===== src/core/tpf_pkg.sv =====
// Package: register map, field layout and reset values of the pin function block
package tpf_pkg;
  localparam int TPF_ADDR_W = 12;
  localparam int TPF_DATA_W = 32;
  localparam int TPF_TIMER_W = 16;
  localparam int TPF_FIELD_W = 4;
  localparam int TPF_IOREG_W = 8;
  // Register byte addresses
  localparam logic [TPF_ADDR_W-1:0] TPF_OFF_CH4_IO_HIGH = 12'h000;
  localparam logic [TPF_ADDR_W-1:0] TPF_OFF_CH4_IO_LOW = 12'h004;
  localparam logic [TPF_ADDR_W-1:0] TPF_OFF_CH0_IO_HIGH = 12'h008;
  localparam logic [TPF_ADDR_W-1:0] TPF_OFF_CH4_MODE = 12'h00c;
  localparam logic [TPF_ADDR_W-1:0] TPF_OFF_CH4_GREG_B = 12'h010;
  localparam logic [TPF_ADDR_W-1:0] TPF_OFF_CH4_GREG_D = 12'h014;
  localparam logic [TPF_ADDR_W-1:0] TPF_OFF_CH0_GREG_A = 12'h018;
  localparam logic [TPF_ADDR_W-1:0] TPF_OFF_PIN_STATUS = 12'h01c;
  // Field positions: upper nibble of a high/low control register, lower nibble for ch0 A
  localparam int TPF_UPPER_LSB = 4;
  localparam int TPF_LOWER_LSB = 0;
  localparam int TPF_BUF_B_BIT = 4;
  // Field bit meanings
  localparam int TPF_FB_INPUT = 3;
  localparam int TPF_FB_LEVEL = 2;
  localparam int TPF_FB_BOTH = 1;
  localparam int TPF_FB_FALL = 0;
  // Compare actions held in the two low field bits
  localparam logic [1:0] TPF_ACT_KEEP = 2'h0;
  localparam logic [1:0] TPF_ACT_LOW = 2'h1;
  localparam logic [1:0] TPF_ACT_HIGH = 2'h2;
  localparam logic [1:0] TPF_ACT_TOGGLE = 2'h3;
  localparam logic [1:0] TPF_CASCADE_CODE = 2'h3;
  // Reset values
  localparam logic [TPF_IOREG_W-1:0] TPF_IOREG_RESET = 8'h00;
  localparam logic [TPF_TIMER_W-1:0] TPF_GREG_RESET = 16'hffff;
  localparam logic TPF_PIN_RESET = 1'h0;
  localparam logic [TPF_DATA_W-1:0] TPF_RDATA_ZERO = 32'h0000_0000;
endpackage


===== src/core/tpf_pin_channel.sv =====
// One timer pin: output compare action or input capture event generation
`timescale 1ns/100ps
module tpf_pin_channel #(
  parameter int TIMER_W = tpf_pkg::TPF_TIMER_W,
  parameter bit CASCADE_EN = 1'b0
) (
  input wire logic clk_in,
  input wire logic rst_n_in,
  input wire logic [tpf_pkg::TPF_FIELD_W-1:0] field_in,
  input wire logic load_in,
  input wire logic [tpf_pkg::TPF_FIELD_W-1:0] load_field_in,
  input wire logic [TIMER_W-1:0] counter_in,
  input wire logic [TIMER_W-1:0] greg_in,
  input wire logic pin_in,
  input wire logic cascade_in,
  input wire logic inhibit_in,
  output logic pin_out,
  output logic pin_oe_out,
  output logic capture_out,
  output logic match_out,
  output logic [TIMER_W-1:0] cap_value_out
);
  import tpf_pkg::*;

  typedef struct packed {
    logic pin;
    logic oe;
    logic prev;
    logic capture;
    logic match;
    logic [TIMER_W-1:0] cap_value;
  } tpf_chan_type;

  tpf_chan_type st;
  tpf_chan_type next_st;
  logic rise;
  logic fall;
  logic cascade_sel;
  logic cap_ev;
  logic match_ev;

  // Event decode from the live field
  always_comb begin
    rise = pin_in & ~st.prev;
    fall = ~pin_in & st.prev;
    cascade_sel = CASCADE_EN && (field_in[TPF_FB_INPUT:TPF_FB_LEVEL] == TPF_CASCADE_CODE);
    cap_ev = 1'b0;
    if (!inhibit_in && field_in[TPF_FB_INPUT]) begin
      if (cascade_sel) begin
        cap_ev = cascade_in;
      end else if (field_in[TPF_FB_BOTH]) begin
        cap_ev = rise | fall;
      end else if (field_in[TPF_FB_FALL]) begin
        cap_ev = fall;
      end else begin
        cap_ev = rise;
      end
    end
    // Compare seen on the edge where counter equals register
    match_ev = !inhibit_in && !field_in[TPF_FB_INPUT] && (counter_in == greg_in);
  end

  // Next state: a register write sets the initial level, else the match action
  always_comb begin
    next_st = st;
    next_st.prev = pin_in;
    next_st.capture = cap_ev;
    next_st.match = match_ev;
    if (cap_ev) begin
      next_st.cap_value = counter_in;
    end
    if (inhibit_in) begin
      next_st.pin = st.pin;
    end else if (load_in) begin
      next_st.oe = ~load_field_in[TPF_FB_INPUT];
      if (!load_field_in[TPF_FB_INPUT] && load_field_in[1:0] != TPF_ACT_KEEP) begin
        next_st.pin = load_field_in[TPF_FB_LEVEL];
      end
    end else if (match_ev) begin
      case (field_in[1:0])
        TPF_ACT_LOW: begin
          next_st.pin = 1'b0;
        end
        TPF_ACT_HIGH: begin
          next_st.pin = 1'b1;
        end
        TPF_ACT_TOGGLE: begin
          next_st.pin = ~st.pin;
        end
        default: begin
          next_st.pin = st.pin;
        end
      endcase
    end
  end

  // Pin drives low with enable set out of reset until software reprograms it
  always_ff @(posedge clk_in) begin
    if (!rst_n_in) begin
      st <= '0;
      st.pin <= TPF_PIN_RESET;
      st.oe <= 1'b1;
    end else begin
      st <= next_st;
    end
  end

  assign pin_out = st.pin;
  assign pin_oe_out = st.oe;
  assign capture_out = st.capture;
  assign match_out = st.match;
  assign cap_value_out = st.cap_value;
endmodule


===== src/core/tpf_top.sv =====
// Top: APB register file and three timer pin channels (ch4 B, ch4 D, ch0 A)
//
// Overview of operation
// - Codes 0000 and 0100 keep the pin; after reset pin drives low.
// - Codes 0001/0101 compare, pin low on match; initial level low/high.
// - Codes 0010/0110 compare, pin high on match; initial level follows bit 2.
// - Codes 0011/0111 compare, pin toggles on match; initial level low/high.
// - Top bit set, low bits 00: capture counter on rising edge.
// - Top bit set, low bits 01: capture counter on falling edge.
// - Top bit and bit 1 set: capture on both edges; ch0 needs bit 2 clear.
// - Ch0 A code 11xx captures whenever the channel 1 counter counts.
// - With pair B buffering on, D register acts as buffer and makes no events.
//
// Implementation choices: the register offsets and the APB slave port.
`timescale 1ns/100ps
module tpf_top #(
  parameter int TIMER_W = tpf_pkg::TPF_TIMER_W
) (
  input wire logic clk_in,
  input wire logic rst_n_in,
  input wire logic psel_in,
  input wire logic penable_in,
  input wire logic pwrite_in,
  input wire logic [tpf_pkg::TPF_ADDR_W-1:0] paddr_in,
  input wire logic [tpf_pkg::TPF_DATA_W-1:0] pwdata_in,
  output logic [tpf_pkg::TPF_DATA_W-1:0] prdata_out,
  output logic pready_out,
  output logic pslverr_out,
  input wire logic [TIMER_W-1:0] ch4_counter_in,
  input wire logic [TIMER_W-1:0] ch0_counter_in,
  input wire logic ch1_count_in,
  input wire logic ch4_pin_b_in,
  output logic ch4_pin_b_out,
  output logic ch4_pin_b_oe_out,
  input wire logic ch4_pin_d_in,
  output logic ch4_pin_d_out,
  output logic ch4_pin_d_oe_out,
  input wire logic ch0_pin_a_in,
  output logic ch0_pin_a_out,
  output logic ch0_pin_a_oe_out
);
  import tpf_pkg::*;

  typedef struct packed {
    logic [TPF_IOREG_W-1:0] ch4_io_high;
    logic [TPF_IOREG_W-1:0] ch4_io_low;
    logic [TPF_IOREG_W-1:0] ch0_io_high;
    logic [TPF_IOREG_W-1:0] ch4_mode;
    logic [TIMER_W-1:0] greg_b;
    logic [TIMER_W-1:0] greg_d;
    logic [TIMER_W-1:0] greg_a;
    logic [TPF_DATA_W-1:0] rdata;
    logic ready;
    logic slverr;
  } tpf_top_type;

  tpf_top_type st;
  tpf_top_type next_st;
  logic setup_ph;
  logic wr_acc;
  logic hit;
  logic [TPF_DATA_W-1:0] rd_mux;
  logic wr_ch4_high;
  logic wr_ch4_low;
  logic wr_ch0_high;
  logic buf_b;
  logic [TPF_IOREG_W-1:0] wr_byte;
  logic cap_b;
  logic cap_d;
  logic cap_a;
  logic match_b;
  logic [TIMER_W-1:0] capv_b;
  logic [TIMER_W-1:0] capv_d;
  logic [TIMER_W-1:0] capv_a;

  // Address decode and read mux, sampled in the setup phase
  always_comb begin
    setup_ph = psel_in & ~penable_in;
    wr_acc = psel_in & penable_in & st.ready & pwrite_in;
    wr_byte = pwdata_in[TPF_IOREG_W-1:0];
    hit = 1'b1;
    rd_mux = TPF_RDATA_ZERO;
    case (paddr_in)
      TPF_OFF_CH4_IO_HIGH: begin
        rd_mux[TPF_IOREG_W-1:0] = st.ch4_io_high;
      end
      TPF_OFF_CH4_IO_LOW: begin
        rd_mux[TPF_IOREG_W-1:0] = st.ch4_io_low;
      end
      TPF_OFF_CH0_IO_HIGH: begin
        rd_mux[TPF_IOREG_W-1:0] = st.ch0_io_high;
      end
      TPF_OFF_CH4_MODE: begin
        rd_mux[TPF_IOREG_W-1:0] = st.ch4_mode;
      end
      TPF_OFF_CH4_GREG_B: begin
        rd_mux[TIMER_W-1:0] = st.greg_b;
      end
      TPF_OFF_CH4_GREG_D: begin
        rd_mux[TIMER_W-1:0] = st.greg_d;
      end
      TPF_OFF_CH0_GREG_A: begin
        rd_mux[TIMER_W-1:0] = st.greg_a;
      end
      TPF_OFF_PIN_STATUS: begin
        // Live pin levels and drive enables, read only
        rd_mux[5:0] = {ch0_pin_a_oe_out, ch0_pin_a_out, ch4_pin_d_oe_out,
                       ch4_pin_d_out, ch4_pin_b_oe_out, ch4_pin_b_out};
      end
      default: begin
        hit = 1'b0;
      end
    endcase
    wr_ch4_high = wr_acc && (paddr_in == TPF_OFF_CH4_IO_HIGH);
    wr_ch4_low = wr_acc && (paddr_in == TPF_OFF_CH4_IO_LOW);
    wr_ch0_high = wr_acc && (paddr_in == TPF_OFF_CH0_IO_HIGH);
    buf_b = st.ch4_mode[TPF_BUF_B_BIT];
  end

  // Register next values; hardware capture wins over a software write
  always_comb begin
    next_st = st;
    next_st.ready = setup_ph;
    if (setup_ph) begin
      next_st.rdata = pwrite_in ? TPF_RDATA_ZERO : rd_mux;
      next_st.slverr = ~hit;
    end else begin
      next_st.slverr = 1'b0;
    end
    if (wr_acc) begin
      case (paddr_in)
        TPF_OFF_CH4_IO_HIGH: begin
          next_st.ch4_io_high = wr_byte;
        end
        TPF_OFF_CH4_IO_LOW: begin
          next_st.ch4_io_low = wr_byte;
        end
        TPF_OFF_CH0_IO_HIGH: begin
          next_st.ch0_io_high = wr_byte;
        end
        TPF_OFF_CH4_MODE: begin
          next_st.ch4_mode = wr_byte;
        end
        TPF_OFF_CH4_GREG_B: begin
          next_st.greg_b = pwdata_in[TIMER_W-1:0];
        end
        TPF_OFF_CH4_GREG_D: begin
          next_st.greg_d = pwdata_in[TIMER_W-1:0];
        end
        TPF_OFF_CH0_GREG_A: begin
          next_st.greg_a = pwdata_in[TIMER_W-1:0];
        end
        default: begin
          next_st.ch4_mode = st.ch4_mode;
        end
      endcase
    end
    // Buffered pair: D feeds B on a B match, B's old value moves to D on capture
    if (buf_b && match_b) begin
      next_st.greg_b = st.greg_d;
    end
    if (cap_b) begin
      next_st.greg_b = capv_b;
      if (buf_b) begin
        next_st.greg_d = st.greg_b;
      end
    end
    if (cap_d) begin
      next_st.greg_d = capv_d;
    end
    if (cap_a) begin
      next_st.greg_a = capv_a;
    end
  end

  // Single clocked register for all register file state; each pin channel keeps its own
  always_ff @(posedge clk_in) begin
    if (!rst_n_in) begin
      st <= '0;
      st.ch4_io_high <= TPF_IOREG_RESET;
      st.ch4_io_low <= TPF_IOREG_RESET;
      st.ch0_io_high <= TPF_IOREG_RESET;
      st.ch4_mode <= TPF_IOREG_RESET;
      st.greg_b <= TPF_GREG_RESET;
      st.greg_d <= TPF_GREG_RESET;
      st.greg_a <= TPF_GREG_RESET;
    end else begin
      st <= next_st;
    end
  end

  // Channel 4 B pin
  tpf_pin_channel #(
    .TIMER_W(TIMER_W),
    .CASCADE_EN(1'b0)
  ) u_ch4_b (
    .clk_in(clk_in),
    .rst_n_in(rst_n_in),
    .field_in(st.ch4_io_high[TPF_UPPER_LSB +: TPF_FIELD_W]),
    .load_in(wr_ch4_high),
    .load_field_in(wr_byte[TPF_UPPER_LSB +: TPF_FIELD_W]),
    .counter_in(ch4_counter_in),
    .greg_in(st.greg_b),
    .pin_in(ch4_pin_b_in),
    .cascade_in(1'b0),
    .inhibit_in(1'b0),
    .pin_out(ch4_pin_b_out),
    .pin_oe_out(ch4_pin_b_oe_out),
    .capture_out(cap_b),
    .match_out(match_b),
    .cap_value_out(capv_b)
  );

  // Channel 4 D pin, silenced while it buffers B
  tpf_pin_channel #(
    .TIMER_W(TIMER_W),
    .CASCADE_EN(1'b0)
  ) u_ch4_d (
    .clk_in(clk_in),
    .rst_n_in(rst_n_in),
    .field_in(st.ch4_io_low[TPF_UPPER_LSB +: TPF_FIELD_W]),
    .load_in(wr_ch4_low),
    .load_field_in(wr_byte[TPF_UPPER_LSB +: TPF_FIELD_W]),
    .counter_in(ch4_counter_in),
    .greg_in(st.greg_d),
    .pin_in(ch4_pin_d_in),
    .cascade_in(1'b0),
    .inhibit_in(buf_b),
    .pin_out(ch4_pin_d_out),
    .pin_oe_out(ch4_pin_d_oe_out),
    .capture_out(cap_d),
    .match_out(),
    .cap_value_out(capv_d)
  );

  // Channel 0 A pin with channel 1 count as cascade source
  tpf_pin_channel #(
    .TIMER_W(TIMER_W),
    .CASCADE_EN(1'b1)
  ) u_ch0_a (
    .clk_in(clk_in),
    .rst_n_in(rst_n_in),
    .field_in(st.ch0_io_high[TPF_LOWER_LSB +: TPF_FIELD_W]),
    .load_in(wr_ch0_high),
    .load_field_in(wr_byte[TPF_LOWER_LSB +: TPF_FIELD_W]),
    .counter_in(ch0_counter_in),
    .greg_in(st.greg_a),
    .pin_in(ch0_pin_a_in),
    .cascade_in(ch1_count_in),
    .inhibit_in(1'b0),
    .pin_out(ch0_pin_a_out),
    .pin_oe_out(ch0_pin_a_oe_out),
    .capture_out(cap_a),
    .match_out(),
    .cap_value_out(capv_a)
  );

  assign prdata_out = st.rdata;
  assign pready_out = st.ready;
  assign pslverr_out = st.slverr;
endmodule


===== config.mk =====
export PLATFORM = sky130hd
export DESIGN_NAME = tpf_top
export DESIGN_NICKNAME = d
export VERILOG_FILES = /design/src/core/tpf_pkg.sv /design/src/core/tpf_pin_channel.sv /design/src/core/tpf_top.sv
export SDC_FILE = /design/constraint.sdc
export NUM_CORES = 1
export LEC_CHECK = 0
export BUFFER_PORTS_ARGS = -buffer_cell sky130_fd_sc_hd__buf_2
export CORE_MARGIN = 3
export CORE_UTILIZATION = 53
export DETAILED_ROUTE_END_ITERATION = 7
export PLACE_DENSITY = 0.82
export SYNTH_ARGS = -nofsm -noshare
export SYNTH_HDL_FRONTEND = slang
export SYNTH_HIERARCHICAL = 1
export SYNTH_SLANG_ARGS = --single-unit
export TNS_END_PERCENT = 1

===== constraint.sdc =====
create_clock -name clk_in -period 2.6 [get_ports clk_in]
set_clock_uncertainty 0.15 [all_clocks]
set_input_delay 0.26 -clock clk_in [delete_from_list [all_inputs] [get_ports clk_in]]
set_output_delay 0.26 -clock clk_in [all_outputs]
set_load 0.02 [all_outputs]

# Word level (Yosys, flattened, before mapping)
# Cells that the tools add are included.
[word_totals]
word_cells = 153
out_inout_bits = 40
regBits = 175
in_bits = 85
[op_classes]
mux = 35
n_bitwise = 27
reduce_logical = 42
n_eq_ne = 23
[op_table]
columns = ["op", "count"]
rows = [
  ["$mux W16", 8],
  ["$eq A12 B5 Y1 const B", 4],
  ["$eq A16 B16 Y1", 3],
  ["$mux W48", 1],
  ["$pmux W6 S8", 1],
  ["$mux W32", 1],
  ["$eq A12 B4 Y1 const B", 2],
  ["$pmux W8 S3", 1],
  ["$mux W1", 19],
  ["$reduce_and A2 Y1", 8],
  ["$eq A2 B2 Y1 const B", 7],
  ["$not A1 Y1", 14],
  ["$pmux W2 S7", 1],
  ["$reduce_bool A2 Y1", 7],
  ["$eq A12 B3 Y1 const B", 1],
  ["$logic_not A12 Y1", 1],
  ["$reduce_bool A4 Y1", 3],
  ["$logic_and A1 B1 Y1", 11],
  ["$and A1 B1 Y1", 10],
  ["$pmux W1 S3", 3],
  ["$reduce_or A8 Y1", 1],
  ["$eq A2 B1 Y1 const B", 3],
  ["$logic_not A1 Y1", 6],
  ["$ne A2 B2 Y1 const B", 3],
  ["4 further kinds", 8],
]

# Depth between registers and ports, before layout
# Gate-level depths: netlist (run 1).
[depth]
word_depth = 7
mapped_depth = 10
mapped_depth_nobuf = 8

# Hierarchy
# Netlist (run 1), hierarchy kept.
[by_module_without_submodules]
columns = ["mod", "n_inst", "cells_each", "seq_area_each_um2", "area_each_um2"]
rows = [
  ["tpf_top", 1, 672, 1961.9, 5555.3],
  ["tpf_pin_channel at u_ch4_b ...", 2, 127, 420.4, 1154.9],
  ["tpf_pin_channel at u_ch0_a", 1, 145, 420.4, 1243.7],
]

# Worst setup path after synthesis (run 1)
# No wires, ideal clock.
[synth_timing]
kind = "input-to-reg"
from = "in paddr_in[3] (netlist bit)"
to = "reg u_ch4_b.st (netlist bit u_ch4_b/pin_out)"
setup_slack_ns = -0.046
t_arrival_ns = 2.374
setup_time_ns = 0.123
path_buffers = 3
cell_stages = 10
cell_sequence = "buf_2 > nor4_1 > clkbuf_1 > clkbuf_1 > nand2_1 > nor3_1 > nand2_1 > nor3_1 > a31oi_1 > mux2i_1"
[synth_via]
elab_chain_cells = 4
[synth_rtl]
columns = ["item", "line", "rtl"]
rows = [
  ["start, declared", "tpf_top.sv:24", "input wire logic [tpf_pkg::TPF_ADDR_W-1:0] paddr_in,"],
  ["$logic_not A12 Y1 *", "tpf_top.sv:114", "wr_ch4_high = wr_acc && (paddr_in == TPF_OFF_CH4_IO_HIGH);"],
  ["$logic_and A1 B1 Y1 *", "tpf_top.sv:114", ""],
  ["named net wr_ch4_high", "tpf_top.sv:63", "logic wr_ch4_high;"],
  ["$ne A2 B2 Y1 (no source line), or another cell as far along", "n/a", ""],
  ["$reduce_and A3 Y1 (no source line)", "n/a", ""],
  ["end signal, assigned", "tpf_pin_channel.sv:104", "st <= next_st;"],
  ["end, declared", "tpf_pin_channel.sv:34", "tpf_chan_type st;"],
]
# Mark *: on every way through the listed nets, which the timed path passes. The rest lies on a longest branch.
# A chain may end at the register's enable or synchronous reset.

# Worst setup path in the final report (run 1)
[layout_timing]
from = "reg st (netlist bit pready_out)"
to = "reg u_ch4_d.st (netlist bit u_ch4_d/pin_out)"
[layout_via]
elab_chain_cells = 5
[layout_rtl]
columns = ["item", "line", "rtl"]
rows = [
  ["start, declared", "tpf_top.sv:57", "tpf_top_type st;"],
  ["start signal, assigned", "tpf_top.sv:188", "st <= next_st;"],
  ["$and A1 B1 Y1 * (2 in series)", "tpf_top.sv:79", "wr_acc = psel_in & penable_in & st.ready & pwrite_in;"],
  ["$logic_and A1 B1 Y1 *", "tpf_top.sv:115", "wr_ch4_low = wr_acc && (paddr_in == TPF_OFF_CH4_IO_LOW);"],
  ["named net wr_ch4_low", "tpf_top.sv:64", "logic wr_ch4_low;"],
  ["$reduce_bool A4 Y1 (no source line), or another cell as far along", "n/a", ""],
  ["$reduce_and A4 Y1 (no source line)", "n/a", ""],
  ["end signal, assigned", "tpf_pin_channel.sv:104", ""],
  ["end, declared", "tpf_pin_channel.sv:34", ""],
]
# Marks and branches as above.

==> flow_summary.json, run 1 <==
{
  "cp.required_ps": 2760,
  "nFillCells": 1361,
  "clockBufferDepth": 2,
  "die_h_um": 137,
  "power_mw": 5.66,
  "worst_pin_slew_ps": 727,
  "cp-start-kind": "flop",
  "grt_max_degree": 114,
  "critPathCaptureType": "flop",
  "cts-root-buf": "clkbuf_16",
  "crit_slowest_cell": "dfxtp_1",
  "r2r_end": "u_ch4_d/pin_out$_SDFFE_PN0P_",
  "rsz0062_at_grt": "false",
  "cts_tree": "done",
  "grt_pass1_wl_mm": 42.3,
  "gr-total-overflow": 0,
  "grt_antenna_before_repair": 1,
  "num_rows": 47,
  "core-area_sq_mm": 0.0166,
  "drt_iter0_drc": 1174,
  "fin_nets": 1216,
  "reg2reg_depth": 8,
  "routed_wirelength_mm": 27.5,
  "timing.final.crit_share": 0.863,
  "power_density_mw_per_mm2": 550,
  "initial_utilization": 0.544,
  "wl_per_cell_um": 20.3,
  "min_from": "ch4_counter_in[2]",
  "setup-violations-final": 0,
  "critical_path.max_stage_delay_ps": 340,
  "path_cells": "and4_1 > buf_4 > nand4_1 > nor2_1 > nand2_1 > nor3_1 > a31oi_1 > mux2i_1",
  "crit_family": "simple AND/OR/NAND/NOR gates",
  "p_leak_nw": 4.29,
  "hp-class": "primary input to flop",
  "critPathBufInv": 1,
  "grt_pass1_vias": 7987,
  "areaGrowthSynthToFinish_pct": 13.7,
  "clock-sinks": 159,
  "io_pins": 125,
  "gp_congestion": 0.990,
  "cts_setup_buffers": 0,
  "netlist_instances": 1066,
  "h-tree-depth": 4,
  "period_needed_ps": 2240,
  "insertion_delay_ps": 440,
  "max_slew_margin": 0.511,
  "cts_buffers": 17,
  "ant_nets": 0,
  "crit_type": "flop to flop",
  "outcome": "complete, no violations",
  "die_x_um": 137,
  "syn_area_per_cell_sq_um": 8.49,
  "routed_via_density": 6.24,
  "crit_arrival_ps": 2400,
  "post-route-drc-count": 0,
  "max_cap_viol_count": 0,
  "r2r-start": "pready_out$_SDFF_PN0_",
  "hpwl_mm": 18.5,
  "r2r_setup_slack_ps": 360,
  "whs_path_depth": 3,
  "drv_slew": 0,
  "drive_above_1_share": 0.205,
  "hold_viol": 0,
  "ir_worst_vdd_v": 0.000795,
  "gr-usage-all-layers": 0.293,
  "crit_fanout": 18,
  "fmax_ghz": 0.446,
  "hold_end": "u_ch4_d/cap_value_out[2]$_SDFFE_PN0P_",
  "dieArea_sq_mm": 0.0187,
  "port_buffers": 92,
  "setup_tns_ps": 0,
  "synthesis.area_sq_mm": 0.00905,
  "vias": 8474,
  "yosysWarningCount": 6,
  "crit_cells": 8,
  "clk_pin_slew_ps": 60,
  "drt_first_pass_iters": 6
}
-- flip-flops by register name, summed over array words and instances, names as in the netlist, 16 cells and up --
| name | cells |
|---|---|
| u_ch4_b/cap_value_out | 16 |
| u_ch4_d/cap_value_out | 16 |
| st | 79 |
| prdata_out | 16 |
| u_ch0_a/cap_value_out | 16 |
-- per-stage QoR --
step	instance area (sq um)	utilization	setup WS, ps	hold WS, ps	cells
floorplan	9140	-	94.7	199	1088
global placement	9300	0.559	171	282	1293
detailed placement	9300	0.559	138	286	1293
CTS	10300	0.618	460	3.12	1358
global route	10300	0.618	313	23.7	1359
finish	10300	0.618	356	13.2	1359
-- layout by cell type (no fill, tap or decap), types with 25 or more instances in the layout --
| cell type | instances |
|---|---|
| dfxtp_1 | 159 |
| nand2_1 | 131 |
| buf_2 | 91 |
| o21ai_0 | 67 |
| mux2i_1 | 59 |
| nor2_1 | 57 |
| nand3_1 | 49 |
| buf_4 | 45 |
| a31oi_1 | 35 |
| dlygate4sd3_1 | 33 |
| mux2_2 | 26 |
| nand4_1 | 25 |
-- where the power goes --
group          total (mW)  internal [mW]  switching (mW)
registers            2.44           2.44         0.00192
logic               0.446          0.170           0.276
clock network        2.77           1.73            1.03
total                5.66           4.34            1.31
-- routing by layer --
metal	GRT usage	part of all wire	vias up
met1	0.387	0.40	3990
met2	0.461	0.45	566
met3	0.0640	0.11	99
met4	0.128	0.042	0
met5	0	0	-
li1	-	-	3819
-- what timing repair did --
action                                 in CTS  in global routing
gates resized for setup                     0                  0
hold buffers                               33                  0
endpoints found under the hold margin      42                  0
-- how the worst max path moves through the flow --
stage	from	to	slack, ps
6_report	pready_out$_SDFF_PN0_	u_ch4_d/pin_out$_SDFFE_PN0P_	360
2_1_floorplan	paddr_in[9]	u_ch4_b/pin_out$_SDFFE_PN0P_	90
3_5_place_dp	paddr_in[9]	st[82]$_SDFFE_PN0P_	140
3_3_place_gp	paddr_in[9]	st[87]$_SDFFE_PN0P_	170
5_1_grt	pready_out$_SDFF_PN0_	u_ch4_d/pin_out$_SDFFE_PN0P_	310
4_1_cts	pready_out$_SDFF_PN0_	u_ch4_d/pin_out$_SDFFE_PN0P_	460
-- worst min-delay path: stages --
cell and delay (ps):
buf_2 150, mux2i_1 80, nor2_1 70
-- area by class of cell --
class	instances	area, sq um	share of cell area
antenna	1	2.50	0.000243
tap	220	275	0.0268
multi-input combinational	760	4940	0.481
timing repair buffer	171	1160	0.113
clock buffer	23	498	0.0484
sequential	159	3180	0.310
inverter	16	60.1	0.00584
clock inverter	9	154	0.0150
(Power assumes the default switching activity.)
==> inputs of run 2 (changes only) <==
--- a/config.mk
+++ b/config.mk
@@ -7,9 +7,9 @@
 export LEC_CHECK = 0
 export BUFFER_PORTS_ARGS = -buffer_cell sky130_fd_sc_hd__buf_2
 export CORE_MARGIN = 3
-export CORE_UTILIZATION = 53
+export CORE_UTILIZATION = 35
 export DETAILED_ROUTE_END_ITERATION = 7
-export PLACE_DENSITY = 0.82
+export PLACE_DENSITY = 0.6
 export SYNTH_ARGS = -nofsm -noshare
 export SYNTH_HDL_FRONTEND = slang
 export SYNTH_HIERARCHICAL = 1
==> run 2 against run 1 <==
Net effect:
- sequential cell count unchanged
- power grew 0.46%
- sequential share of layout area down 0.47 points
- via count is 5.8% lower
==> flow_summary.json, run 2 (same netlist as run 1, synthesis figures left out) <==
{
  "gp_congestion": 0.886,
  "clk_pin_slew_ps": 60,
  "insertion_delay_ps": 430,
  "path_cells": "and4_1 > nand4_1 > nor2_1 > nand2_1 > nor3_1 > a31oi_1 > mux2i_1",
  "fin_util": 0.412,
  "max_cap_viol_count": 0,
  "die_h_um": 167,
  "largest_reg_flops": 79,
  "hold_viol": 0,
  "whs_ps": 8.62,
  "crit_arrival_ps": 2270,
  "setup_tns_ps": 0,
  "post-route-drc-count": 0,
  "multiInputGateArea_sq_mm": 0.00494,
  "cp-start-kind": "flop",
  "wl_per_cell_um": 19.3,
  "p_leak_nw": 4.29,
  "cts_setup_buffers": 0,
  "initial_utilization": 0.357,
  "gr-total-overflow": 0,
  "drv_slew": 0,
  "max_slew_margin": 0.567,
  "worst_pin_slew_ps": 644,
  "core-area_sq_mm": 0.0253,
  "timing.final.crit_share": 0.808,
  "outcome": "complete, no violations",
  "mostFrequentLayoutCells": "dfxtp_1, nand2_1, buf_2",
  "layout_commonest_cell": "dfxtp_1",
  "hpwl_mm": 20.7,
  "crit_family": "simple AND/OR/NAND/NOR gates",
  "power_mw": 5.68,
  "rsz0062_at_grt": "false",
  "ir_worst_vdd_v": 0.000377,
  "crit_type": "flop to flop",
  "grt_max_degree": 79,
  "port_buffers": 92,
  "drt_iter0_drc": 914,
  "dieArea_sq_mm": 0.0278,
  "critical_path.max_stage_delay_ps": 520,
  "critPathBufInv": 0,
  "regArea_sq_mm": 0.00318,
  "setup-violations-final": 0,
  "critPathCaptureType": "flop",
  "hp-class": "primary input to flop",
  "nFillCells": 2578,
  "die_x_um": 167,
  "period_needed_ps": 2100,
  "drt_first_pass_iters": 5,
  "drive_above_1_share": 0.209,
  "routed_wirelength_mm": 28.4,
  "power_density_mw_per_mm2": 544,
  "gr-usage-all-layers": 0.199,
  "cts_buffers": 17,
  "cts_tree": "done",
  "grt_pass1_vias": 7446,
  "fmax_ghz": 0.476,
  "routed_via_density": 5.43,
  "ant_nets": 0,
  "regMostFlops": "st",
  "num_rows": 58,
  "grt_pass1_wl_mm": 43.6,
  "clockBufferDepth": 2,
  "h-tree-depth": 4,
  "grt_antenna_before_repair": 0,
  "crit_slowest_cell": "and4_1",
  "cts-root-buf": "clkbuf_16",
  "antenna_cells": 0,
  "areaGrowthSynthToFinish_pct": 15.4,
  "vias": 7984,
  "io_pins": 125,
  "crit_fanout": 9,
  "cp.required_ps": 2770,
  "fin_nets": 1219,
  "clock-sinks": 159
}
==> run 2: power breakdown <==
part / internal (mW) / switching (mW) / total (mW) / leakage, nW
Combinational: 0.173 / 0.277 / 0.450 / 2.71
Clock: 1.70 / 1.09 / 2.79 / 0.299
Sequential: 2.44 / 0.00186 / 2.44 / 1.28
==> run 2: cell type report <==
class | instances | share of cell area
clock buffers | 18 | 0.0411
clock inverters | 14 | 0.0206
well taps | 330 | 0.0396
flip-flops and latches | 159 | 0.305
multi-input cells | 760 | 0.474
inverters | 16 | 0.00575
repair buffers | 174 | 0.114
==> run 2: repair_timing <==
action,CTS,global route
resized for setup,0,0
hold buffers,31,0
hold endpoints to repair,37,0
==> run 2: path summary, 6_finish.rpt <==
check | startpoint | endpoint | slack [ps] | depth (start not counted)
max reg2reg | pready_out$_SDFF_PN0_ | u_ch4_d/pin_out$_SDFFE_PN0P_ | 500 | 7
min reg2reg | u_ch0_a/cap_value_out[6]$_SDFFE_PN0P_ | u_ch0_a/cap_value_out[6]$_SDFFE_PN0P_ | 290 | 2
max | pready_out$_SDFF_PN0_ | u_ch4_d/pin_out$_SDFFE_PN0P_ | 500 | 7
min | ch4_counter_in[2] | u_ch4_d/cap_value_out[2]$_SDFFE_PN0P_ | 9 | 3
==> run 2: metrics by stage <==
stage                     setup slack, ps  instance area [sq um]  instances
after floorplan                      94.7                   9140       1088
after detailed placement              123                   9480       1408
after CTS                             516                  10400       1471
after global placement                120                   9480       1408
after global routing                  287                  10400       1471
final                                 500                  10400       1471
==> run 2: worst register-to-register path: stages, from the launching register on <==
cell and delay, ps:
dfxtp_1 350, and4_1 520, nand4_1 190, nor2_1 230, nand2_1 150, nor3_1 190, a31oi_1 80, mux2i_1 140
==> run 2: layer usage <==
layer | vias to the layer above | share of wire | GRT usage | routed length (um)
met5 | - | 0 | 0 | 0
met4 | 0 | 0.018 | 0.0631 | 503
met3 | 32 | 0.062 | 0.0337 | 1770
met2 | 272 | 0.46 | 0.312 | 13000
met1 | 3842 | 0.46 | 0.280 | 13200
li1 | 3838 | - | - | -
==> inputs of run 3 (changes only) <==
--- a/config.mk
+++ b/config.mk
@@ -5,11 +5,12 @@
 export SDC_FILE = /design/constraint.sdc
 export NUM_CORES = 1
 export LEC_CHECK = 0
+export ABC_AREA = 1
 export BUFFER_PORTS_ARGS = -buffer_cell sky130_fd_sc_hd__buf_2
 export CORE_MARGIN = 3
 export CORE_UTILIZATION = 35
 export DETAILED_ROUTE_END_ITERATION = 7
-export PLACE_DENSITY = 0.6
+export PLACE_DENSITY = 0.58
 export SYNTH_ARGS = -nofsm -noshare
 export SYNTH_HDL_FRONTEND = slang
 export SYNTH_HIERARCHICAL = 1
==> constraint.sdc (replaced) <==
create_clock -name clk_in -period 2.1 [get_ports clk_in]
set_clock_uncertainty 0.15 [all_clocks]
set_input_delay 0.21 -clock clk_in [delete_from_list [all_inputs] [get_ports clk_in]]
set_output_delay 0.21 -clock clk_in [all_outputs]
set_load 0.02 [all_outputs]
==> run 3 against run 2 <==
Net effect:
- core utilization increased by 0.55 points
- first-iteration DRC count decreased by 28%
- clock-buffer cell count decreased by 1
- sequential cell count unchanged
- power increased by 19%
==> flow_summary.json, run 3 <==
{
  "crit_arrival_ps": 2090,
  "routed_wirelength_mm": 28.4,
  "synthesis.area_sq_mm": 0.00924,
  "fin_util": 0.418,
  "crit_slowest_cell": "dlygate4sd3_1",
  "core-area_sq_mm": 0.0255,
  "power_mw": 6.76,
  "critPathCaptureType": "flop",
  "stdcell_count": 1811,
  "grt_max_degree": 62,
  "p_int_mw": 5.09,
  "regMostFlops": "st",
  "clk_pin_slew_ps": 60,
  "crit_type": "primary input to flop",
  "gr-total-overflow": 0,
  "io_pins": 125,
  "areaGrowthSynthToFinish_pct": 15.4,
  "cp-start-kind": "primary input",
  "p_sw_frac": 0.247,
  "path_cells": "dlygate4sd3_1 > buf_2 > nor2_1 > nand2_1 > a31oi_4 > o21ai_1 > a21oi_1",
  "timing.final.crit_share": 0.896,
  "fmax_ghz": 0.531,
  "hpwl_mm": 21.5,
  "seqPwrFrac": 0.447,
  "fin_nets": 1559,
  "gr-usage-all-layers": 0.197,
  "cts_setup_buffers": 0,
  "drt_first_pass_iters": 5,
  "netlist_instances": 1391,
  "layout_commonest_cell": "nand2_1",
  "largest_reg_flops": 79,
  "period_needed_ps": 1880,
  "power.switching_mw": 1.67,
  "post-route-drc-count": 0,
  "drv_slew": 0,
  "power_density_mw_per_mm2": 634,
  "hp-class": "primary input to flop",
  "whs_ps": 6.45,
  "yosysWarningCount": 6,
  "clock-sinks": 159,
  "cts-root-buf": "clkbuf_16",
  "wl_per_cell_um": 15.7,
  "num_rows": 58,
  "pwr-share-clk": 0.479,
  "crit_fanout": 8,
  "critical_path.max_stage_delay_ps": 540,
  "dpl_cell_area_sq_mm": 0.00960,
  "cp.required_ps": 2310,
  "drive_above_1_share": 0.144,
  "pre_cts_slack_ps": 154,
  "die_h_um": 169,
  "initial_utilization": 0.362,
  "insertion_delay_ps": 430,
  "drt_iter0_drc": 656,
  "die_x_um": 169,
  "ir_worst_vdd_v": 0.000539,
  "final_area_sq_mm": 0.0107,
  "nFillCells": 2707,
  "syn_area_per_cell_sq_um": 6.64,
  "rsz0062_at_grt": "false",
  "grt_pass1_vias": 7986,
  "ant_nets": 0,
  "routed_via_density": 4.85,
  "vias": 8791,
  "grt_pass1_wl_mm": 44.3,
  "placedCellCount": 1734,
  "gp_congestion": 0.911,
  "antenna_cells": 0,
  "outcome": "complete, no violations",
  "setup-violations-final": 0,
  "combinationalPowerShare": 0.074,
  "h-tree-depth": 4,
  "port_buffers": 92,
  "setup_tns_ps": 0,
  "dieArea_sq_mm": 0.0284,
  "max_cap_viol_count": 0,
  "cts_tree": "done",
  "mostFrequentLayoutCells": "nand2_1, nor2_1, dfxtp_1",
  "layout_setup_ws_ps": 218,
  "p_leak_nw": 5.23,
  "hold_viol": 0,
  "cts_buffers": 17,
  "clockBufferDepth": 2,
  "grt_antenna_before_repair": 0
}
## run 3: worst paths after layout
path                                            start                     endpoint  slack (ps)  depth (start not counted)
worst max-delay path                       penable_in  prdata_out[15]$_SDFFE_PN0P_         220                          7
worst min-delay path                     pwdata_in[1]         st[107]$_SDFFE_PN0P_           6                          3
worst max register to register  pready_out$_SDFF_PN0_            st[65]$_SDFF_PN1_         300                          8
worst min register to register    st[95]$_SDFFE_PN0P_          st[95]$_SDFFE_PN0P_         300                          2
## run 3: repair_timing
action	4_1_cts	5_1_grt
setup endpoints to repair	0	1
endpoints found under the hold margin	60	0
hold buffers	45	0
gates resized for setup	0	1
## run 3: worst max-delay path: cells and delay by family
family / cells / cell delay, ps
AOI/OAI and AO/OA: 3 / 700
buffers and inverters: 2 / 690
and+or+nand+nor: 2 / 480
## run 3: cell type report
type	count	area (sq um)	area share
Multi-Input combinational cell	941	4560	0.427
Sequential cell	159	3180	0.298
Timing Repair Buffer	177	1260	0.118
Inverter	172	646	0.0605
Clock buffer	17	425	0.0399
Tap cell	330	413	0.0387
Clock inverter	15	181	0.0170
## run 3: per-layer routing
layer | share of wire | up-vias | track usage
li1 | - | 4539 | -
met1 | 0.48 | 3966 | 0.280
met2 | 0.45 | 257 | 0.311
met3 | 0.053 | 29 | 0.0245
met4 | 0.022 | 0 | 0.0662
met5 | 0 | - | 0
## run 3: power by group through the flow
stage / registers [mW] / clock network, mW / logic, mW
floorplan: 3.09 / 0 / 0.249
global placement: 3.09 / 0 / 0.430
detailed placement: 3.09 / 0 / 0.432
CTS: 3.02 / 3.28 / 0.498
global route: 3.02 / 3.41 / 0.554
finish: 3.02 / 3.24 / 0.500
